<file path="config.mk">
export PLATFORM = sky130hd
export DESIGN_NAME = bscan_top
export DESIGN_NICKNAME = d
export VERILOG_FILES = /design/src/hw/bscan_pkg.sv /design/src/hw/bscan_top.sv
export VERILOG_INCLUDE_DIRS = /design/src /design/src/hw
export SDC_FILE = /design/constraint.sdc
export NUM_CORES = 1
export LEC_CHECK = 0
export BUFFER_PORTS_ARGS = -buffer_cell sky130_fd_sc_hd__buf_2
export CAP_MARGIN = 40
export CORE_ASPECT_RATIO = 0.5
export CORE_UTILIZATION = 34
export CTS_CLUSTER_SIZE = 28
export DETAILED_ROUTE_END_ITERATION = 12
export GPL_TIMING_DRIVEN = 0
export PLACE_DENSITY = 0.62
export SYNTH_ARGS = -nofsm -noshare
export SYNTH_HDL_FRONTEND = slang
export SYNTH_SLANG_ARGS = --single-unit
</file>
<file path="constraint.sdc">
create_clock -name clk -period 5.4 [get_ports clk]
set_input_delay 0 -clock clk [delete_from_list [all_inputs] [get_ports clk]]
set_output_delay 0 -clock clk [all_outputs]
set_load 0.03 [all_outputs]
</file>
<file path="src/hw/bscan_regs.svh">
// Constants of the boundary-scan data register block: codes, widths,
// capture values. Pure definitions, included by the package, the top module and the bench files.
//
// Function
// SAMPLE routes boundary chain, system keeps running
// SAMPLE capture loads system pin states
// BYPASS routes one-bit register, system untouched
// Capture-DR loads zero into bypass bit
// Bypass bit changes only in Capture-DR and Shift-DR
// Bypass passes bits without inversion
// Bypass data leaves on falling test clock
// EXTEST routes chain, captures input pins
// EXTEST Update-DR drives output pins from chain
// IDCODE routes, captures, shifts identification register
// Update stage changes only in Update-DR
// Capture-DR loads shift stage from pins
// Chain shifts only in Shift-DR state
// Chain passes data without inversion
// Chain leaves LSB first on falling edge
// Input-only cells merely observe their pins
// Data port pins use data/enable/input cells
// Test-Logic-Reset selects IDCODE
// Codes 011 to 110 are unsupported
// TDO driven only in shift states
// Unsupported codes behave as bypass
// Controller keeps TMS/TDI stable at rising edge
`ifndef BSCAN_REGS_SVH
`define BSCAN_REGS_SVH

// ----------------------------------------------------------------
// Instruction codes
// ----------------------------------------------------------------
`define BSCAN_IR_W 3
`define BSCAN_OP_EXTEST 3'h0
`define BSCAN_OP_IDCODE 3'h1
`define BSCAN_OP_SAMPLE 3'h2
`define BSCAN_OP_BYPASS 3'h7

// ----------------------------------------------------------------
// Capture values and widths
// ----------------------------------------------------------------
`define BSCAN_IR_CAPTURE 3'h1
`define BSCAN_BYP_CAPTURE 1'h0
`define BSCAN_ID_W 32
`define BSCAN_DW 8
`define BSCAN_N_IN 31

`endif

</file>
<file path="src/hw/bscan_pkg.sv">
// Types shared by the boundary-scan data register block.
// Assumes bscan_regs.svh is on the include path.
`include "bscan_regs.svh"

package bscan_pkg;

  // ----------------------------------------------------------------
  // TAP states and data register selection
  // ----------------------------------------------------------------
  typedef enum logic [3:0] {
    TAP_TLR, TAP_RTI, TAP_SEL_DR, TAP_CAP_DR, TAP_SH_DR, TAP_EX1_DR,
    TAP_PAU_DR, TAP_EX2_DR, TAP_UPD_DR, TAP_SEL_IR, TAP_CAP_IR,
    TAP_SH_IR, TAP_EX1_IR, TAP_PAU_IR, TAP_EX2_IR, TAP_UPD_IR
  } bscan_tap_e;

  typedef enum logic [1:0] {SEL_CHAIN, SEL_BYP, SEL_ID} bscan_sel_e;

  // ----------------------------------------------------------------
  // Carriers
  // ----------------------------------------------------------------
  typedef struct packed {
    logic tck;
    logic tms;
    logic tdi;
    logic trst_n;
  } bscan_jtag_s;

  // Drive request from the memory core for one data port
  typedef struct packed {
    logic [`BSCAN_DW-1:0] dat;
    logic en;
  } bscan_core_s;

  // Pin-side drive of one data port
  typedef struct packed {
    logic [`BSCAN_DW-1:0] o;
    logic [`BSCAN_DW-1:0] oe;
  } bscan_pin_s;

endpackage

</file>
<file path="src/hw/bscan_top.sv">
// Boundary-scan TAP, instruction register and data registers
// (boundary cell chain, single-bit pass register, identification).
// Assumes the test clock and pins arrive asynchronously to clk and
// toggle far slower than clk; the memory core sits on clk.
`timescale 1ns/1ns
`include "bscan_regs.svh"

module bscan_top #(
  parameter int N_IN = `BSCAN_N_IN,
  // Arbitrary identification value, bit 0 fixed at one
  parameter logic [`BSCAN_ID_W-1:0] ID_VALUE = 32'h1000_0001
) (
  // Clock and reset
  input wire logic clk,
  input wire logic rst,
  // Test port
  input wire bscan_pkg::bscan_jtag_s jtag,
  output logic tdo,
  output logic tdo_oe,
  // Input-only pins, observed only
  input wire logic [N_IN-1:0] sys_in,
  // Data port pins
  input wire logic [`BSCAN_DW-1:0] pin_a_i,
  input wire logic [`BSCAN_DW-1:0] pin_b_i,
  output bscan_pkg::bscan_pin_s pin_a,
  output bscan_pkg::bscan_pin_s pin_b,
  // Memory core side of the data ports
  input wire bscan_pkg::bscan_core_s core_a,
  input wire bscan_pkg::bscan_core_s core_b,
  output logic [`BSCAN_DW-1:0] core_a_i,
  output logic [`BSCAN_DW-1:0] core_b_i
);
  import bscan_pkg::*;

  // ----------------------------------------------------------------
  // Chain layout, index 0 sits next to TDO
  // ----------------------------------------------------------------
  localparam int DW = `BSCAN_DW;
  localparam int NS = N_IN + 2 * DW;
  localparam int A_IN = N_IN;
  localparam int B_IN = N_IN + DW;
  localparam int A_OUT = N_IN + 2 * DW;
  localparam int B_OUT = N_IN + 3 * DW;
  localparam int A_EN = N_IN + 4 * DW;
  localparam int B_EN = A_EN + 1;
  localparam int L = B_EN + 1;

  // ----------------------------------------------------------------
  // Functions
  // ----------------------------------------------------------------
  function automatic bscan_tap_e tap_next(bscan_tap_e s, logic tms);
    case (s)
      TAP_TLR: tap_next = tms ? TAP_TLR : TAP_RTI;
      TAP_RTI: tap_next = tms ? TAP_SEL_DR : TAP_RTI;
      TAP_SEL_DR: tap_next = tms ? TAP_SEL_IR : TAP_CAP_DR;
      TAP_CAP_DR: tap_next = tms ? TAP_EX1_DR : TAP_SH_DR;
      TAP_SH_DR: tap_next = tms ? TAP_EX1_DR : TAP_SH_DR;
      TAP_EX1_DR: tap_next = tms ? TAP_UPD_DR : TAP_PAU_DR;
      TAP_PAU_DR: tap_next = tms ? TAP_EX2_DR : TAP_PAU_DR;
      TAP_EX2_DR: tap_next = tms ? TAP_UPD_DR : TAP_SH_DR;
      TAP_UPD_DR: tap_next = tms ? TAP_SEL_DR : TAP_RTI;
      TAP_SEL_IR: tap_next = tms ? TAP_TLR : TAP_CAP_IR;
      TAP_CAP_IR: tap_next = tms ? TAP_EX1_IR : TAP_SH_IR;
      TAP_SH_IR: tap_next = tms ? TAP_EX1_IR : TAP_SH_IR;
      TAP_EX1_IR: tap_next = tms ? TAP_UPD_IR : TAP_PAU_IR;
      TAP_PAU_IR: tap_next = tms ? TAP_EX2_IR : TAP_PAU_IR;
      TAP_EX2_IR: tap_next = tms ? TAP_UPD_IR : TAP_SH_IR;
      TAP_UPD_IR: tap_next = tms ? TAP_SEL_DR : TAP_RTI;
      default: tap_next = TAP_TLR;
    endcase
  endfunction

  function automatic bscan_sel_e sel_of(logic [`BSCAN_IR_W-1:0] op);
    case (op)
      `BSCAN_OP_EXTEST, `BSCAN_OP_SAMPLE: sel_of = SEL_CHAIN;
      `BSCAN_OP_IDCODE: sel_of = SEL_ID;
      default: sel_of = SEL_BYP;
    endcase
  endfunction

  // ----------------------------------------------------------------
  // Pin synchronisers and test clock edges
  // ----------------------------------------------------------------
  bscan_jtag_s jtag_s1_q, jtag_s2_q;
  logic tck_s3_q;
  logic [NS-1:0] in_s1_q, in_s2_q;
  logic tck_rise, tck_fall, tap_rst;

  always_ff @(posedge clk) begin
    if (rst) begin
      jtag_s1_q <= '{tck: 1'b0, tms: 1'b1, tdi: 1'b1, trst_n: 1'b1};
      jtag_s2_q <= '{tck: 1'b0, tms: 1'b1, tdi: 1'b1, trst_n: 1'b1};
      tck_s3_q <= 1'b0;
      in_s1_q <= '0;
      in_s2_q <= '0;
    end else begin
      jtag_s1_q <= jtag;
      jtag_s2_q <= jtag_s1_q;
      tck_s3_q <= jtag_s2_q.tck;
      in_s1_q <= {pin_b_i, pin_a_i, sys_in};
      in_s2_q <= in_s1_q;
    end
  end

  // Edges are taken late by the synchroniser delay; test clock must
  // stay well below clk/4 for stable TMS/TDI at the sampled edge
  assign tck_rise = jtag_s2_q.tck & ~tck_s3_q;
  assign tck_fall = ~jtag_s2_q.tck & tck_s3_q;
  assign tap_rst = ~jtag_s2_q.trst_n;

  // ----------------------------------------------------------------
  // TAP controller and instruction register
  // ----------------------------------------------------------------
  bscan_tap_e tap_q, tap_d;
  logic [`BSCAN_IR_W-1:0] ir_sh_q, ir_sh_d, ir_q, ir_d;
  bscan_sel_e sel;

  always_comb begin
    tap_d = tap_q;
    ir_sh_d = ir_sh_q;
    ir_d = ir_q;
    if (tap_rst) begin
      tap_d = TAP_TLR;
    end else if (tck_rise) begin
      case (tap_q)
        TAP_CAP_IR: ir_sh_d = `BSCAN_IR_CAPTURE;
        TAP_SH_IR: ir_sh_d = {jtag_s2_q.tdi, ir_sh_q[`BSCAN_IR_W-1:1]};
        TAP_UPD_IR: ir_d = ir_sh_q;
        default: ir_d = ir_q;
      endcase
      tap_d = tap_next(tap_q, jtag_s2_q.tms);
    end
    if (tap_d == TAP_TLR) begin
      ir_d = `BSCAN_OP_IDCODE;
    end
  end

  always_ff @(posedge clk) begin
    if (rst) begin
      tap_q <= TAP_TLR;
      ir_sh_q <= `BSCAN_IR_CAPTURE;
      ir_q <= `BSCAN_OP_IDCODE;
    end else begin
      tap_q <= tap_d;
      ir_sh_q <= ir_sh_d;
      ir_q <= ir_d;
    end
  end

  assign sel = sel_of(ir_q);

  // ----------------------------------------------------------------
  // Data registers
  // ----------------------------------------------------------------
  logic byp_q, byp_d;
  logic [`BSCAN_ID_W-1:0] id_q, id_d;
  logic [L-1:0] chain_q, chain_d, upd_q, upd_d, cap_vec;
  bscan_pin_s pin_a_q, pin_a_d, pin_b_q, pin_b_d;

  // Output cells capture what the pins are driven with right now,
  // which is the core under SAMPLE and the update stage under EXTEST
  assign cap_vec = {pin_b_q.oe[0], pin_a_q.oe[0], pin_b_q.o, pin_a_q.o, in_s2_q};

  always_comb begin
    byp_d = byp_q;
    id_d = id_q;
    chain_d = chain_q;
    upd_d = upd_q;
    if (tck_rise) begin
      case (tap_q)
        TAP_CAP_DR: begin
          case (sel)
            SEL_CHAIN: chain_d = cap_vec;
            SEL_ID: id_d = ID_VALUE;
            default: byp_d = `BSCAN_BYP_CAPTURE;
          endcase
        end
        TAP_SH_DR: begin
          case (sel)
            SEL_CHAIN: chain_d = {jtag_s2_q.tdi, chain_q[L-1:1]};
            SEL_ID: id_d = {jtag_s2_q.tdi, id_q[`BSCAN_ID_W-1:1]};
            default: byp_d = jtag_s2_q.tdi;
          endcase
        end
        TAP_UPD_DR: begin
          if (sel == SEL_CHAIN) begin
            upd_d = chain_q;
          end
        end
        default: upd_d = upd_q;
      endcase
    end
  end

  always_ff @(posedge clk) begin
    if (rst) begin
      byp_q <= 1'b0;
      id_q <= '0;
      chain_q <= '0;
      upd_q <= '0;
    end else begin
      byp_q <= byp_d;
      id_q <= id_d;
      chain_q <= chain_d;
      upd_q <= upd_d;
    end
  end

  // ----------------------------------------------------------------
  // Pin drive and core inputs
  // ----------------------------------------------------------------
  logic extest;
  logic [DW-1:0] core_a_i_d, core_b_i_d;

  assign extest = (ir_q == `BSCAN_OP_EXTEST);

  always_comb begin
    // Two cells per data bit (output data, input data), one port enable cell per port
    pin_a_d.o = extest ? upd_q[A_OUT +: DW] : core_a.dat;
    pin_a_d.oe = {DW{extest ? upd_q[A_EN] : core_a.en}};
    pin_b_d.o = extest ? upd_q[B_OUT +: DW] : core_b.dat;
    pin_b_d.oe = {DW{extest ? upd_q[B_EN] : core_b.en}};
    // Core always sees the pins, the cells only observe them
    core_a_i_d = in_s2_q[A_IN +: DW];
    core_b_i_d = in_s2_q[B_IN +: DW];
  end

  always_ff @(posedge clk) begin
    if (rst) begin
      pin_a_q <= '0;
      pin_b_q <= '0;
      core_a_i <= '0;
      core_b_i <= '0;
    end else begin
      pin_a_q <= pin_a_d;
      pin_b_q <= pin_b_d;
      core_a_i <= core_a_i_d;
      core_b_i <= core_b_i_d;
    end
  end

  assign pin_a = pin_a_q;
  assign pin_b = pin_b_q;

  // ----------------------------------------------------------------
  // TDO, updated on the falling test clock edge
  // ----------------------------------------------------------------
  logic tdo_q, tdo_d, tdo_oe_q, tdo_oe_d;

  always_comb begin
    tdo_d = tdo_q;
    tdo_oe_d = tdo_oe_q;
    if (tap_rst) begin
      tdo_oe_d = 1'b0;
    end else if (tck_fall) begin
      tdo_oe_d = 1'b0;
      if (tap_q == TAP_SH_DR) begin
        tdo_oe_d = 1'b1;
        case (sel)
          SEL_CHAIN: tdo_d = chain_q[0];
          SEL_ID: tdo_d = id_q[0];
          default: tdo_d = byp_q;
        endcase
      end else if (tap_q == TAP_SH_IR) begin
        tdo_oe_d = 1'b1;
        tdo_d = ir_sh_q[0];
      end
    end
  end

  always_ff @(posedge clk) begin
    if (rst) begin
      tdo_q <= 1'b0;
      tdo_oe_q <= 1'b0;
    end else begin
      tdo_q <= tdo_d;
      tdo_oe_q <= tdo_oe_d;
    end
  end

  assign tdo = tdo_q;
  assign tdo_oe = tdo_oe_q;
endmodule

</file>
==> flow_metrics.py <==
metrics = {
    "logic_synthesis": {
        "synth-async-reset-ratio_pct": 0,
        "syn_area_per_cell_um2": 9.08,
        "synth_ff_type": "dfxtp_1",
        "yosys_warnings": 0,
        "synthSimpleGateAreaFrac_pct": 24.3,
        "synth_compound_area_share_pct": 11.1,
        "synth_area_leaders": "dfxtp_1, nand2_1, nor2b_1",
        "synthAdderAreaFrac_pct": 0,
        "synth_top_family_by_area": "simple AND/OR/NAND/NOR gates",
        "synth_area_um2": 9330,
        "ys_ff_latch": 265,
        "yosysSeqAreaShare_pct": 56.9,
        "yosysUniqueCellTypes": 43,
        "netlist.top_cell.by_area": "dfxtp_1",
        "post-synth-top-count-cell": "dfxtp_1",
        "synth_edf_count": 0,
        "yosysTopAreaCellShare_pct": 56.9,
        "synthXorXnorAreaFrac_pct": 0.0939,
        "syn_inst": 1028,
        "ys_top_cells_by_count": "dfxtp_1, nand2_1, nor2b_1",
        "syn_nets": 1099,
        "synth_mux_area_share_pct": 2.48,
    },
    "detailed_routing": {
        "viasPerCell": 4.72,
        "wirelength_mm": 21.6,
        "drt-met1-wl_mm": 9.81,
        "vias": 7614,
        "top_layer_used": "met4",
        "drt-pass1-iter-count": 4,
        "drc": 0,
        "wl_met3_um": 819,
        "route.met2.wl_mm": 10.3,
        "wire_per_inst_um": 13.4,
        "drtAntennaViolNets": 0,
        "drt-initial-drc-count": 434,
    },
    "power": {
        "power_mw": 4.10,
        "power.density_nw_per_um2": 343,
        "p_leak_nw": 4.60,
        "ir_worst_vdd_mv": 0.150,
    },
    "die": {
        "io-pin-count": 121,
        "core_area_um2": 26700,
        "fp.dieW_um": 236,
        "dieHeight_um": 119,
        "initial_core_util_pct": 35.0,
        "dieArea_um2": 28100,
        "row_count": 42,
    },
    "sta": {
        "hold_viol": 0,
        "slew-limit-headroom_pct": 53.4,
        "worstMarginPinSlew_ns": 0.694,
        "fin_hold_ws_ns": 0.113,
        "rsz0062_at_grt": "false",
        "finalCritPeriodShare_pct": 49.8,
        "clock_skew_ns": 0.0106,
        "finalSetupTns_ns": 0,
        "fmax_mhz": 372,
        "slew_viol_final": 0,
        "min_period_ns": 2.69,
        "setup_viol": 0,
    },
    "clocking": {
        "cts-resized-gates": 0,
        "cts_buffer_depth": 3,
        "clock_latency_ns": 0.51,
        "clockRootBuffer": "clkbuf_16",
        "cts.htree.levels": 1,
        "cts_hold_buf": 69,
        "cts_setup_buffers": 0,
        "path_clk_slew_ns": 0.07,
        "cts_buffers": 25,
        "clock-sinks": 265,
        "cts_tree": "built",
    },
    "finish": {
        "fin_cells": 1614,
        "drive_above_1_share_pct": 16.6,
        "diodes": 0,
        "area_delta_synth_final_pct": 28.1,
        "nNetsFinal": 1315,
        "n_fill_cell": 2546,
    },
    "global_route": {
        "overflow": 0,
        "grt_pass1_vias": 7293,
        "grt_pass1_wl_mm": 35.2,
        "grtUsageTotal_pct": 15.1,
        "antenna_found_initial": 1,
        "grt_max_degree": 17,
    },
    "setup_path": {
        "regToRegEndpoint": "chain_q[52]$_SDFFE_PP0P_",
        "critical_path_arrival_ns": 3.11,
        "r2r-start": "tap_q[0]$_SDFF_PP0_",
        "startpoint_type": "register",
        "endpoint_kind": "register",
        "crit_required_ns": 5.82,
        "reg2reg_slack_ns": 2.71,
        "path_max_fanout": 10,
        "rr_worst_depth": 7,
        "critPathKind": "register to register",
    },
    "min_path": {
        "holdPathStages": 3,
        "min_from": "rst",
        "holdPathEnd": "in_s2_q[2]$_SDFF_PP0_",
        "hold_path_class": "input port to register",
    },
    "place": {
        "portBuffers": 119,
        "dpl.hpwl_mm": 14.8,
        "globalplace.congestion": 0.787,
        "place_inst": 1500,
    },
    "run": {
        "cap_violations": 0,
    },
    "run_status": {
        "status": "complete, no violations",
    },
}
[layout by cell type, fill, tap and decap left out, drive strengths merged, types with 2 or more instances in the layout]
cell type	Yosys	final
a21oi	56	56
a311oi	65	65
clkbuf	64	95
mux2i	22	22
bufinv	0	4
or3b	3	3
and3	2	2
nand2b	4	4
nor2	99	99
a31oi	3	3
or2	8	8
clkinvlp	0	2
clkinv	0	7
buf	33	153
nor2b	117	117
inv	6	7
nand2	204	204
nor3	10	10
dlygate4sd3	0	69
dfxtp	265	265
a211oi	5	5
nand3	37	37
o21ai	6	6
[sequential cells by signal (all words and copies together), names as in the netlist, 8 cells and up]
signal    cells
core_b_i      8
pin_b         9
in_s1_q      47
id_q         32
upd_q        18
core_a_i      8
pin_a         9
in_s2_q      47
chain_q      65
[metrics by stage]
stage | cell area (um2) | setup WS, ns | utilization, %
5_1_grt | 12000 | 2.47 | 44.8
6_report | 12000 | 2.71 | 44.8
2_1_floorplan | 9330 | 3.44 | -
3_3_place_gp | 10400 | 2.81 | 38.8
3_5_place_dp | 10400 | 2.79 | 38.8
4_1_cts | 12000 | 2.77 | 44.8
[logic make-up after synthesis]
kind of cell,Yosys count
buf+inv,103
flops,265
simple gates,490
mux,23
xor+xnor,1
compound gates,146
[cell type report]
type	instances	area (um2)	share of cell area, %
Tap cell	352	440	3.68
Clock inverter	14	193	1.61
Multi-Input combinational cell	660	3540	29.6
Buffer	97	463	3.87
Inverter	6	22.5	0.188
Sequential cell	265	5310	44.4
Timing Repair Buffer	189	1290	10.8
Clock buffer	31	698	5.84
[worst max path at each step]
stage	startpoint	to	slack (ns)	cells after the start
finish	tap_q[0]$_SDFF_PP0_	chain_q[52]$_SDFFE_PP0P_	2.71	7
global route	tap_q[0]$_SDFF_PP0_	chain_q[47]$_SDFFE_PP0P_	2.47	7
CTS	tap_q[0]$_SDFF_PP0_	chain_q[47]$_SDFFE_PP0P_	2.77	7
detailed placement	tap_q[0]$_SDFF_PP0_	chain_q[54]$_SDFFE_PP0P_	2.79	7
global placement	tap_q[0]$_SDFF_PP0_	chain_q[47]$_SDFFE_PP0P_	2.81	7
floorplan	tap_q[0]$_SDFF_PP0_	chain_q[50]$_SDFFE_PP0P_	3.44	8
[power breakdown]
group / internal (mW) / switching (mW)
clock: 1.12 / 0.749
sequential: 2.00 / 0.0175
combinational: 0.102 / 0.117
[routing by layer]
layer | global-route usage [%] | vias to the layer above
met1 | 19.2 | 3562
met3 | 2.57 | 42
met4 | 4.71 | 0
li1 | - | 3842
met5 | 0 | -
met2 | 26.2 | 168
[critical path, stage by stage, from the launching register on]
cell,delay (ns)
dfxtp_1,0.31
clkbuf_1,0.32
or4b_2,0.19
clkbuf_1,0.41
clkbuf_1,0.44
clkbuf_1,0.48
nand2_1,0.13
a311oi_1,0.31
Note: power is estimated with default switching activity, not from simulation.
